===== src/core/dcc_pkg.sv =====
// Overview of operation
// - each disable bit gates one port pin
// - disabled port pins always read as zero
// - input-only mode turns pin driver off
// - result high when positive exceeds negative
// - result readable and optionally driven to pin
// - three bits choose one of eight configurations
// - negative input may use internal reference
// - output change sets the change flag
// - interrupt needs flag, enable and global enable
// - flag and result invalid for ten microseconds
// - comparators keep running in low power
// - enabled change in low power wakes processor
// - input disable register at F6h, resets zero
package dcc_pkg;

   // register addresses
   localparam logic [7:0] ADDR_PORT0     = 8'h80;
   localparam logic [7:0] ADDR_P0_MODE1  = 8'h84;
   localparam logic [7:0] ADDR_P0_MODE2  = 8'h85;
   localparam logic [7:0] ADDR_IRQ_CTL_ZERO = 8'hA8;
   localparam logic [7:0] ADDR_CMP_ONE   = 8'hAC;
   localparam logic [7:0] ADDR_CMP_TWO   = 8'hAD;
   localparam logic [7:0] ADDR_IRQ_CTL_ONE = 8'hE8;
   localparam logic [7:0] ADDR_IRQ_STAT  = 8'hF0;
   localparam logic [7:0] ADDR_IRQ_CLR   = 8'hF1;
   localparam logic [7:0] ADDR_IRQ_EN    = 8'hF2;
   localparam logic [7:0] ADDR_P0_INDIS  = 8'hF6;

   // comparator control register fields
   localparam int CTL_FLAG = 0;
   localparam int CTL_RES  = 1;
   localparam int CTL_OE   = 2;
   localparam int CTL_NSEL = 3;
   localparam int CTL_PSEL = 4;
   localparam int CTL_EN   = 5;

   // interrupt enable fields
   localparam int GIE_BIT        = 7;
   localparam int IRQ_EN_CMP_ONE = 5;
   localparam int IRQ_EN_CMP_TWO = 2;

   // port 0 pins that carry comparator results
   localparam int PIN_CMP_ONE = 6;
   localparam int PIN_CMP_TWO = 0;

   // reset values
   localparam logic [7:0] RST_BYTE  = 8'h00;
   localparam logic [7:0] RST_DRIVE = 8'hFF;

   // settling time
   localparam int CLK_PERIOD_NS = 25;
   localparam int SETTLE_NS     = 10000;
   localparam int SETTLE_CYC    = (SETTLE_NS + CLK_PERIOD_NS - 1)
                                  / CLK_PERIOD_NS;
   localparam int SETTLE_W      = 9;

   typedef enum logic [2:0] {
      DCC_OFF    = 3'b001,
      DCC_SETTLE = 3'b010,
      DCC_RUN    = 3'b100
   } dcc_cmp_state_t;

   typedef struct packed {
      dcc_cmp_state_t      state;
      logic [SETTLE_W-1:0] cnt;
      logic                res;
      logic                change;
      logic                settled;
   } dcc_cmp_st_t;

   typedef struct packed {
      logic [7:0] indis;
      logic [7:0] mode1;
      logic [7:0] mode2;
      logic [7:0] latch;
      logic [1:0] en;
      logic [1:0] psel;
      logic [1:0] nsel;
      logic [1:0] oe;
      logic [1:0] flag;
      logic [1:0] ec;
      logic       gie;
      logic [7:0] rdata;
      logic [7:0] p0_out;
      logic [7:0] p0_oe;
      logic [7:0] p0_read;
      logic       irq;
      logic       wake;
   } dcc_top_st_t;

endpackage


===== src/core/dcc_cmp_if.sv =====
`timescale 1ns/1ps
interface dcc_cmp_if #(
   parameter int AW = 10
);
   logic [AW-1:0] pos_a;
   logic [AW-1:0] pos_b;
   logic [AW-1:0] neg_pin;
   logic [AW-1:0] vref;
   logic          enable;
   logic          psel;
   logic          nsel;
   logic          result;
   logic          change;
   logic          settled;

   modport ctrl (
      output pos_a, pos_b, neg_pin, vref, enable, psel, nsel,
      input  result, change, settled
   );
   modport cmp (
      input  pos_a, pos_b, neg_pin, vref, enable, psel, nsel,
      output result, change, settled
   );
endinterface


===== src/core/dcc_sync.sv =====
`timescale 1ns/1ps
module dcc_sync #(
   parameter int W = 8
) (
   // clock and reset
   input  wire logic         clk,
   input  wire logic         reset,
   // data
   input  wire logic [W-1:0] d,
   output logic      [W-1:0] q
);
   typedef struct packed {
      logic [W-1:0] s1;
      logic [W-1:0] s2;
   } dcc_sync_st_t;

   dcc_sync_st_t st_q;
   dcc_sync_st_t st_d;

   always_comb begin
      st_d    = st_q;
      st_d.s1 = d;
      st_d.s2 = st_q.s1;
   end

   always_ff @(posedge clk) begin
      if (reset) begin
         st_q <= '0;
      end else begin
         st_q <= st_d;
      end
   end

   assign q = st_q.s2;
endmodule


===== src/core/dcc_comparator.sv =====
`timescale 1ns/1ps
module dcc_comparator (
   // clock and reset
   input  wire logic clk,
   input  wire logic reset,
   // configuration and result
   dcc_cmp_if.cmp    cif
);
   dcc_pkg::dcc_cmp_st_t st_q;
   dcc_pkg::dcc_cmp_st_t st_d;
   logic                 above;
   logic [$bits(cif.pos_a)-1:0] pos_v;
   logic [$bits(cif.pos_a)-1:0] neg_v;

   localparam logic [dcc_pkg::SETTLE_W-1:0] LAST_CNT =
      dcc_pkg::SETTLE_W'(dcc_pkg::SETTLE_CYC - 1);

   assign pos_v = cif.psel ? cif.pos_b : cif.pos_a;
   assign neg_v = cif.nsel ? cif.vref : cif.neg_pin;
   assign above = pos_v > neg_v;

   always_comb begin
      st_d        = st_q;
      st_d.change = 1'b0;
      unique case (st_q.state)
         dcc_pkg::DCC_OFF: begin
            st_d.res     = 1'b0;
            st_d.settled = 1'b0;
            st_d.cnt     = '0;
            if (cif.enable) begin
               st_d.state = dcc_pkg::DCC_SETTLE;
            end
         end
         dcc_pkg::DCC_SETTLE: begin
            st_d.res = above;
            st_d.cnt = st_q.cnt + 1'b1;
            if (!cif.enable) begin
               st_d.state = dcc_pkg::DCC_OFF;
            end else if (st_q.cnt == LAST_CNT) begin
               st_d.state   = dcc_pkg::DCC_RUN;
               st_d.settled = 1'b1;
            end
         end
         // change detection, runs in any power mode
         dcc_pkg::DCC_RUN: begin
            st_d.res    = above;
            st_d.change = above != st_q.res;
            if (!cif.enable) begin
               st_d.state  = dcc_pkg::DCC_OFF;
               st_d.change = 1'b0;
            end
         end
         default: begin
            st_d.state = dcc_pkg::DCC_OFF;
         end
      endcase
   end

   always_ff @(posedge clk) begin
      if (reset) begin
         st_q       <= '0;
         st_q.state <= dcc_pkg::DCC_OFF;
      end else begin
         st_q <= st_d;
      end
   end

   assign cif.result  = st_q.res;
   assign cif.change  = st_q.change;
   assign cif.settled = st_q.settled;
endmodule


===== src/core/dcc_top.sv =====
// The implementer's own choices: the strobed register port and the placing of the registers.
`timescale 1ns/1ps
module dcc_top #(
   parameter int AW = 10,
   parameter logic [AW-1:0] VREF_CODE = AW'(328)
) (
   // clock and reset
   input  wire logic          clk,
   input  wire logic          reset,
   // register port
   input  wire logic [7:0]    addr,
   input  wire logic [7:0]    wdata,
   input  wire logic          wr,
   input  wire logic          rd,
   output logic      [7:0]    rdata,
   // port 0 pins
   input  wire logic [7:0]    p0_in,
   output logic      [7:0]    p0_out,
   output logic      [7:0]    p0_oe,
   output logic      [7:0]    p0_read,
   // analog input codes
   input  wire logic [AW-1:0] ana_one_pos_a,
   input  wire logic [AW-1:0] ana_one_pos_b,
   input  wire logic [AW-1:0] ana_two_pos_a,
   input  wire logic [AW-1:0] ana_two_pos_b,
   input  wire logic [AW-1:0] ana_ref_pin,
   // power mode and interrupt
   input  wire logic          low_power,
   output logic               irq,
   output logic               wake
);
   localparam int SW = 8 + 5 * AW + 1;

   dcc_pkg::dcc_top_st_t st_q;
   dcc_pkg::dcc_top_st_t st_d;

   logic [SW-1:0] sync_q;
   logic [7:0]    pin_s;
   logic [AW-1:0] one_pos_a_s;
   logic [AW-1:0] one_pos_b_s;
   logic [AW-1:0] two_pos_a_s;
   logic [AW-1:0] two_pos_b_s;
   logic [AW-1:0] ref_s;
   logic          low_power_s;
   logic [1:0]    res;
   logic [1:0]    chg;
   logic [1:0]    pend;

   dcc_cmp_if #(.AW(AW)) cif_one ();
   dcc_cmp_if #(.AW(AW)) cif_two ();

   // analog codes are assumed to move slowly against the clock
   dcc_sync #(.W(SW)) u_sync (
      .clk   (clk),
      .reset (reset),
      .d     ({p0_in, ana_one_pos_a, ana_one_pos_b, ana_two_pos_a,
               ana_two_pos_b, ana_ref_pin, low_power}),
      .q     (sync_q)
   );

   assign {pin_s, one_pos_a_s, one_pos_b_s, two_pos_a_s, two_pos_b_s,
           ref_s, low_power_s} = sync_q;

   assign cif_one.pos_a   = one_pos_a_s;
   assign cif_one.pos_b   = one_pos_b_s;
   assign cif_one.neg_pin = ref_s;
   assign cif_one.vref    = VREF_CODE;
   assign cif_one.enable  = st_q.en[0];
   assign cif_one.psel    = st_q.psel[0];
   assign cif_one.nsel    = st_q.nsel[0];

   assign cif_two.pos_a   = two_pos_a_s;
   assign cif_two.pos_b   = two_pos_b_s;
   assign cif_two.neg_pin = ref_s;
   assign cif_two.vref    = VREF_CODE;
   assign cif_two.enable  = st_q.en[1];
   assign cif_two.psel    = st_q.psel[1];
   assign cif_two.nsel    = st_q.nsel[1];

   dcc_comparator u_cmp_one (
      .clk   (clk),
      .reset (reset),
      .cif   (cif_one.cmp)
   );

   dcc_comparator u_cmp_two (
      .clk   (clk),
      .reset (reset),
      .cif   (cif_two.cmp)
   );

   assign res  = {cif_two.result, cif_one.result};
   assign chg  = {cif_two.change, cif_one.change};
   // flag, local enable and global enable
   assign pend = st_q.flag & st_q.ec & {2{st_q.gie}};

   function automatic logic [7:0] ctl_byte(input logic i);
      ctl_byte = {2'b00,
                  st_q.en[i],
                  st_q.psel[i],
                  st_q.nsel[i],
                  st_q.oe[i],
                  res[i],
                  st_q.flag[i]};
   endfunction

   function automatic logic [7:0] irq_ctl_byte(input logic [1:0] e);
      irq_ctl_byte                          = 8'h00;
      irq_ctl_byte[dcc_pkg::IRQ_EN_CMP_ONE] = e[0];
      irq_ctl_byte[dcc_pkg::IRQ_EN_CMP_TWO] = e[1];
   endfunction

   always_comb begin
      logic [1:0] clr;
      logic [7:0] rd_v;
      clr  = 2'b00;
      rd_v = 8'h00;
      st_d = st_q;

      if (wr) begin
         unique case (addr)
            dcc_pkg::ADDR_PORT0:    st_d.latch = wdata;
            dcc_pkg::ADDR_P0_MODE1: st_d.mode1 = wdata;
            dcc_pkg::ADDR_P0_MODE2: st_d.mode2 = wdata;
            dcc_pkg::ADDR_IRQ_CTL_ZERO: begin
               st_d.gie = wdata[dcc_pkg::GIE_BIT];
            end
            dcc_pkg::ADDR_IRQ_CTL_ONE: begin
               st_d.ec = {wdata[dcc_pkg::IRQ_EN_CMP_TWO],
                          wdata[dcc_pkg::IRQ_EN_CMP_ONE]};
            end
            dcc_pkg::ADDR_IRQ_EN:   st_d.ec    = wdata[1:0];
            // write-one clear register, extra to the flag bit
            dcc_pkg::ADDR_IRQ_CLR:  clr        = wdata[1:0];
            dcc_pkg::ADDR_P0_INDIS: st_d.indis = wdata;
            dcc_pkg::ADDR_CMP_ONE, dcc_pkg::ADDR_CMP_TWO: begin
               st_d.en[addr[0]]   = wdata[dcc_pkg::CTL_EN];
               st_d.psel[addr[0]] = wdata[dcc_pkg::CTL_PSEL];
               st_d.nsel[addr[0]] = wdata[dcc_pkg::CTL_NSEL];
               st_d.oe[addr[0]]   = wdata[dcc_pkg::CTL_OE];
               // a written zero clears the flag, a written one leaves it
               clr[addr[0]]       = ~wdata[dcc_pkg::CTL_FLAG];
            end
            default: begin
            end
         endcase
      end

      // set wins over a clear in the same cycle
      st_d.flag = (st_q.flag & ~clr) | chg;

      if (rd) begin
         unique case (addr)
            dcc_pkg::ADDR_PORT0:    rd_v = pin_s & ~st_q.indis;
            dcc_pkg::ADDR_P0_MODE1: rd_v = st_q.mode1;
            dcc_pkg::ADDR_P0_MODE2: rd_v = st_q.mode2;
            dcc_pkg::ADDR_IRQ_CTL_ZERO: rd_v = {st_q.gie, 7'h00};
            dcc_pkg::ADDR_IRQ_CTL_ONE:  rd_v = irq_ctl_byte(st_q.ec);
            dcc_pkg::ADDR_IRQ_STAT: rd_v = {6'h00, st_q.flag};
            dcc_pkg::ADDR_IRQ_EN:   rd_v = {6'h00, st_q.ec};
            dcc_pkg::ADDR_P0_INDIS: rd_v = st_q.indis;
            dcc_pkg::ADDR_CMP_ONE:  rd_v = ctl_byte(1'b0);
            dcc_pkg::ADDR_CMP_TWO:  rd_v = ctl_byte(1'b1);
            default:                rd_v = 8'h00;
         endcase
      end
      st_d.rdata = rd_v;

      // digital input path gated per pin
      st_d.p0_read = pin_s & ~st_q.indis;

      st_d.p0_oe  = ~(st_q.mode1 & ~st_q.mode2);
      st_d.p0_out = st_q.latch;
      // result drives its pin when enabled
      if (st_q.oe[0]) begin
         st_d.p0_out[dcc_pkg::PIN_CMP_ONE] = res[0];
      end
      if (st_q.oe[1]) begin
         st_d.p0_out[dcc_pkg::PIN_CMP_TWO] = res[1];
      end

      st_d.irq  = |pend;
      // wake from idle or power down
      st_d.wake = low_power_s & (|pend);
   end

   always_ff @(posedge clk) begin
      if (reset) begin
         st_q       <= '0;
         st_q.indis <= dcc_pkg::RST_BYTE;
         st_q.p0_oe <= dcc_pkg::RST_DRIVE;
      end else begin
         st_q <= st_d;
      end
   end

   assign rdata   = st_q.rdata;
   assign p0_out  = st_q.p0_out;
   assign p0_oe   = st_q.p0_oe;
   assign p0_read = st_q.p0_read;
   assign irq     = st_q.irq;
   assign wake    = st_q.wake;
endmodule


===== config.mk =====
export PLATFORM = sky130hd
export DESIGN_NAME = dcc_top
export DESIGN_NICKNAME = d
export VERILOG_FILES = /design/src/core/dcc_pkg.sv /design/src/core/dcc_cmp_if.sv /design/src/core/dcc_sync.sv /design/src/core/dcc_comparator.sv /design/src/core/dcc_top.sv
export SDC_FILE = /design/constraint.sdc
export NUM_CORES = 1
export LEC_CHECK = 0
export BUFFER_PORTS_ARGS = -buffer_cell sky130_fd_sc_hd__clkbuf_2
export CORE_MARGIN = 2
export CORE_UTILIZATION = 35
export CTS_BUF_LIST = sky130_fd_sc_hd__clkbuf_16
export DETAILED_ROUTE_END_ITERATION = 7
export SLEW_MARGIN = 20
export SYNTH_ARGS = -nofsm -noshare
export SYNTH_HDL_FRONTEND = slang
export SYNTH_HIERARCHICAL = 1
export SYNTH_SLANG_ARGS = --single-unit

===== constraint.sdc =====
create_clock -name clk -period 2.3 [get_ports clk]
set_input_delay 0.46 -clock clk [delete_from_list [all_inputs] [get_ports clk]]
set_output_delay 0.46 -clock clk [all_outputs]
set_load 0.05 [all_outputs]

# Word-level counts from Yosys, hierarchy flattened
# Cells that the tools add are included.
[totals]
input_bits = 79
output_inout_bits = 34
reg_bits = 225
elab_cells = 130
[op_classes]
bitwise = 18
order_cmp = 4
n_eq_ne = 27
muxes = 30
reduce_logical = 22
n_addsub = 2
[op_table]
columns = ["operator", "n"]
rows = [
  ["$eq A8 B8 Y1 const B", 11],
  ["$pmux W8 S10", 1],
  ["$mux W10", 4],
  ["$pmux W9 S2", 2],
  ["$mux W3", 8],
  ["$not A8 Y8", 3],
  ["$gt A10 B10 Y1", 2],
  ["$add A9 B1 Y9 const B", 2],
  ["$eq A9 B9 Y1 const B", 2],
  ["$pmux W3 S3", 2],
  ["$and A8 B8 Y8", 2],
  ["$reduce_and A2 Y1", 7],
  ["$reduce_bool A2 Y1", 5],
  ["$reduce_or A2 Y1", 5],
  ["$and A2 B2 Y2", 4],
  ["$bwmux W2", 4],
  ["$ne A2 B2 Y1 const B", 4],
  ["$pmux W2 S2", 2],
  ["$eq A3 B1 Y1 const B", 2],
  ["$eq A3 B2 Y1 const B", 2],
  ["$eq A3 B3 Y1 const B", 2],
  ["$ne A3 B2 Y1 const B", 2],
  ["$not A1 Y1", 6],
  ["$reduce_and A3 Y1", 2],
  ["other kinds (12)", 17],
]

# Longest topological paths before layout
[logic_depth]
ltp_word = 10
ltp_mapped = 8
mapped_depth_nobuf = 7

# Hierarchy
# Netlist, hierarchy kept.
[modules_own_cells]
columns = ["module", "cells_per_inst", "seq_area_each_um2", "area_each_um2", "n_inst"]
rows = [
  ["dcc_top", 407, 1581.5, 3545.9, 1],
  ["dcc_sync", 249, 2362.3, 3184.3, 1],
  ["dcc_comparator", 139, 300.3, 1218.7, 2],
]

# Least setup slack after synthesis
# OpenSTA, ideal clock, no wires.
[synth_path]
kind = "register to register"
from = "register st_q (netlist bit cif_one.psel)"
to = "register u_cmp_one.st_q (netlist bit u_cmp_one/cif.result)"
path_stages_with_launch = 9
required_time_ps = 2183
arrival_ps = 2341
period_less_slack_ps = 2459
n_path_buf = 1
setup_time_ps = 117
path_slack_ps = -159
cell_sequence = "dfxtp_1 clkbuf_1 mux2_2 ha_1 a21o_1 a21o_1 a2111oi_0 a311oi_1 a32o_1"
[synth_between]
elab_chain_len = 3
[synth_lines]
columns = ["item", "line_no", "text"]
rows = [
  ["start, declared", "dcc_top.sv:34", "dcc_pkg::dcc_top_st_t st_q;"],
  ["start signal, assigned", "dcc_top.sv:193", "st_q <= st_d;"],
  ["$mux W10", "dcc_comparator.sv:18", "assign pos_v = cif.psel ? cif.pos_b : cif.pos_a;"],
  ["$gt A10 B10 Y1", "dcc_comparator.sv:20", "assign above = pos_v > neg_v;"],
  ["$pmux W1 S2", "dcc_comparator.sv:25", "unique case (st_q.state)"],
  ["end signal, assigned", "dcc_comparator.sv:64", "st_q <= st_d;"],
  ["end, declared", "dcc_comparator.sv:9", "dcc_pkg::dcc_cmp_st_t st_q;"],
]
# Every way passes these cells.
# A chain may end at the register's enable or synchronous reset.

# Final worst setup path
[layout_path]
from = "register st_q (netlist bit cif_two.psel)"
to = "register u_cmp_two.st_q (netlist bit u_cmp_two/cif.change)"
[layout_between]
elab_chain_len = 3
[layout_lines]
columns = ["item", "line_no", "text"]
rows = [
  ["$mux W10", "dcc_comparator.sv:18", ""],
  ["$gt A10 B10 Y1", "dcc_comparator.sv:20", ""],
  ["$ne A1 B1 Y1", "dcc_comparator.sv:47", "st_d.change = above != st_q.res;"],
  ["end signal, assigned", "dcc_comparator.sv:64", ""],
  ["end, declared", "dcc_comparator.sv:9", ""],
]
# Every way passes these cells.

==> impl_metrics.tcl <==
set metrics [dict create \
    num-fill-cells 2478 \
    routedWlPerCell_um 14.7 \
    met2_usage_pct 24.7 \
    clockBufferDepth 3 \
    finalClockSkew_ps 13.3 \
    place_area_mm2 0.00991 \
    vias 6639 \
    htree_levels 1 \
    worst-endpoint-arrival_ps 2760 \
    hold_viol 0 \
    violations "negative setup slack" \
    critical_path_class "reg -> reg" \
    crit_chain "buf_6 -> mux2_4 -> ha_4 -> nand4_1 -> a211oi_2 -> a2111oi_2 -> a311oi_2 -> mux2i_1" \
    final_nets 1139 \
    peakVddDrop_mv 0.493 \
    die_h_um 165 \
    setup_ws_ps -5.30 \
    area_growth_pct 20.9 \
    power_leakage_nw 4.34 \
    drive_gt1_share_pct 23.3 \
    min_period_ps 2310 \
    port_buffers 112 \
    crit_required_ps 2750 \
    p_clk_share_pct 45.9 \
    ys_warn_count 6 \
    max_freq_mhz 434 \
    use_met3_pct 2.45 \
    syn-instance-count 928 \
    combinationalPowerShare_pct 6.1 \
    drt_iter0_drc 443 \
    cp_num_buf_inv 1 \
    fp.dieArea_mm2 0.0273 \
    grtUsageMet1_pct 20.3 \
    rows 59 \
    crit_fanout 5 \
    start_kind "flop" \
    clk_pin_slew_worst_paths_ps 60 \
    grt_max_degree 74 \
    grt_pass1_vias 6425 \
    fin_crit_sh_pct 100 \
    grt_pass1_wl_um 32800 \
    critPathMaxStageDelay_ps 380 \
    end_kind "flop" \
    rsz0062_at_grt "true" \
    status "finished with violations" \
    synth.avg_cell_area_um2 9.81 \
    cts_tree "done" \
    internal_power_mw 6.46 \
    fp.coreArea_mm2 0.0258 \
    antenna_cells 0 \
    hpwlAfterDp_um 14200 \
    place.gp.congestion 0.836 \
    powerDensity_mw_per_mm2 763 \
    grt_overflow 0 \
    start_util_pct 35.3 \
    stdcell_area_mm2 0.0110 \
    hold_ws_ps 135 \
    relSlewSlack_pct 59.1 \
    die_w_um 165 \
    drc_errors 0 \
    tightest_slew_ps 613 \
    cts_root_buf "clkbuf_16" \
    cts_sinks 225 \
    insertion_delay_ps 530 \
    p_sw_share_pct 23.1 \
    p_sw_mw 1.94 \
    cts_buffers 25 \
    top_usage_layer "met2" \
    hold_buffers 0 \
    cap_violations 0 \
    final_max_slew_viol_count 0 \
    dr.pass1.iters 5 \
    drtAntennaViolNets 0 \
    power_frac_seq_pct 48.0 \
    finalSetupViolCount 2 \
    vias_per_cell 4.77 \
    grt_util_all_layers_pct 14.9 \
    syn_area_mm2 0.00910 \
    crit_slowest_cell "a311oi_2" \
    antenna_found_initial 0 \
    critPathTopFamily "compound AO/OA/AOI/OAI gates" \
    min_path_type "in -> reg" \
    io_pins 113 \
    drt-total-wl_um 20400 \
]
layout make-up:
class | instances | area, um^2 | area share (%)
Multi-Input combinational cell | 629 | 4360 | 39.6
Timing Repair Buffer | 149 | 885 | 8.04
Inverter | 8 | 30.0 | 0.273
Sequential cell | 225 | 4510 | 41.0
Clock buffer | 25 | 626 | 5.68
Clock inverter | 20 | 178 | 1.61
Tap cell | 335 | 419 | 3.81
repair_timing:
action,4_1_cts,5_1_grt
resized for setup,5,37
setup endpoints to repair,4,4
pin swaps,5,12
setup buffers,3,4
layer usage:
metal  wire (um)  vias up
met3        1100       32
met4         443        0
met1        9490     3056
met2        9370      185
met5           0        -
li1            -     3366
worst paths after layout:
| check | from | to | slack (ps) | depth (start not counted) |
|---|---|---|---|---|
| hold / removal | ana_ref_pin[9] | u_sync/st_d[10] | 140 | 2 |
| hold reg to reg | u_sync/q[0] | wake | 430 | 1 |
| setup / recovery | cif_two.psel | u_cmp_two/cif.change | -5 | 8 |
| setup reg to reg | cif_two.psel | u_cmp_two/cif.change | -5 | 8 |
metrics by stage:
step | cells | utilization (%) | total power, mW | setup WS, ps | TNS (ps)
3_3_place_gp | 1340 | 38.5 | 4.55 | -21.7 | -32.6
4_1_cts | 1388 | 41.7 | 8.44 | 14.9 | 0
3_5_place_dp | 1340 | 38.5 | 4.56 | -144 | -408
5_1_grt | 1391 | 42.7 | 8.73 | -111 | -268
2_1_floorplan | 946 | - | 4.38 | -8.99 | -8.99
6_report | 1391 | 42.7 | 8.39 | -5.30 | -5.96
flip-flops by register name, indices dropped and copies added (netlist names), 12 cells and up:
name and flops:
u_sync/st_d 59, u_cmp_two/st_q 12, u_cmp_one/st_q 12, st_q 33, u_sync/q 59
cells in the final DEF (no fill, tap or decap), types with 20 or more instances in the layout:
master	instances
dfxtp_1	222
a21oi_1	57
nor2b_1	132
buf_4	31
conb_1	20
nor2_1	40
nand2_1	91
clkbuf_2	111
clkbuf_16	25
nand3_1	20
mux2i_1	39
power groups by stage:
stage / sequential [mW] / clock, mW / combinational [mW]
after global placement: 4.12 / 0 / 0.432
after global routing: 4.03 / 4.14 / 0.565
final: 4.03 / 3.85 / 0.513
after detailed placement: 4.12 / 0 / 0.442
after CTS: 4.03 / 3.95 / 0.457
after floorplan: 4.10 / 0 / 0.285
(Power assumes the default switching activity.)
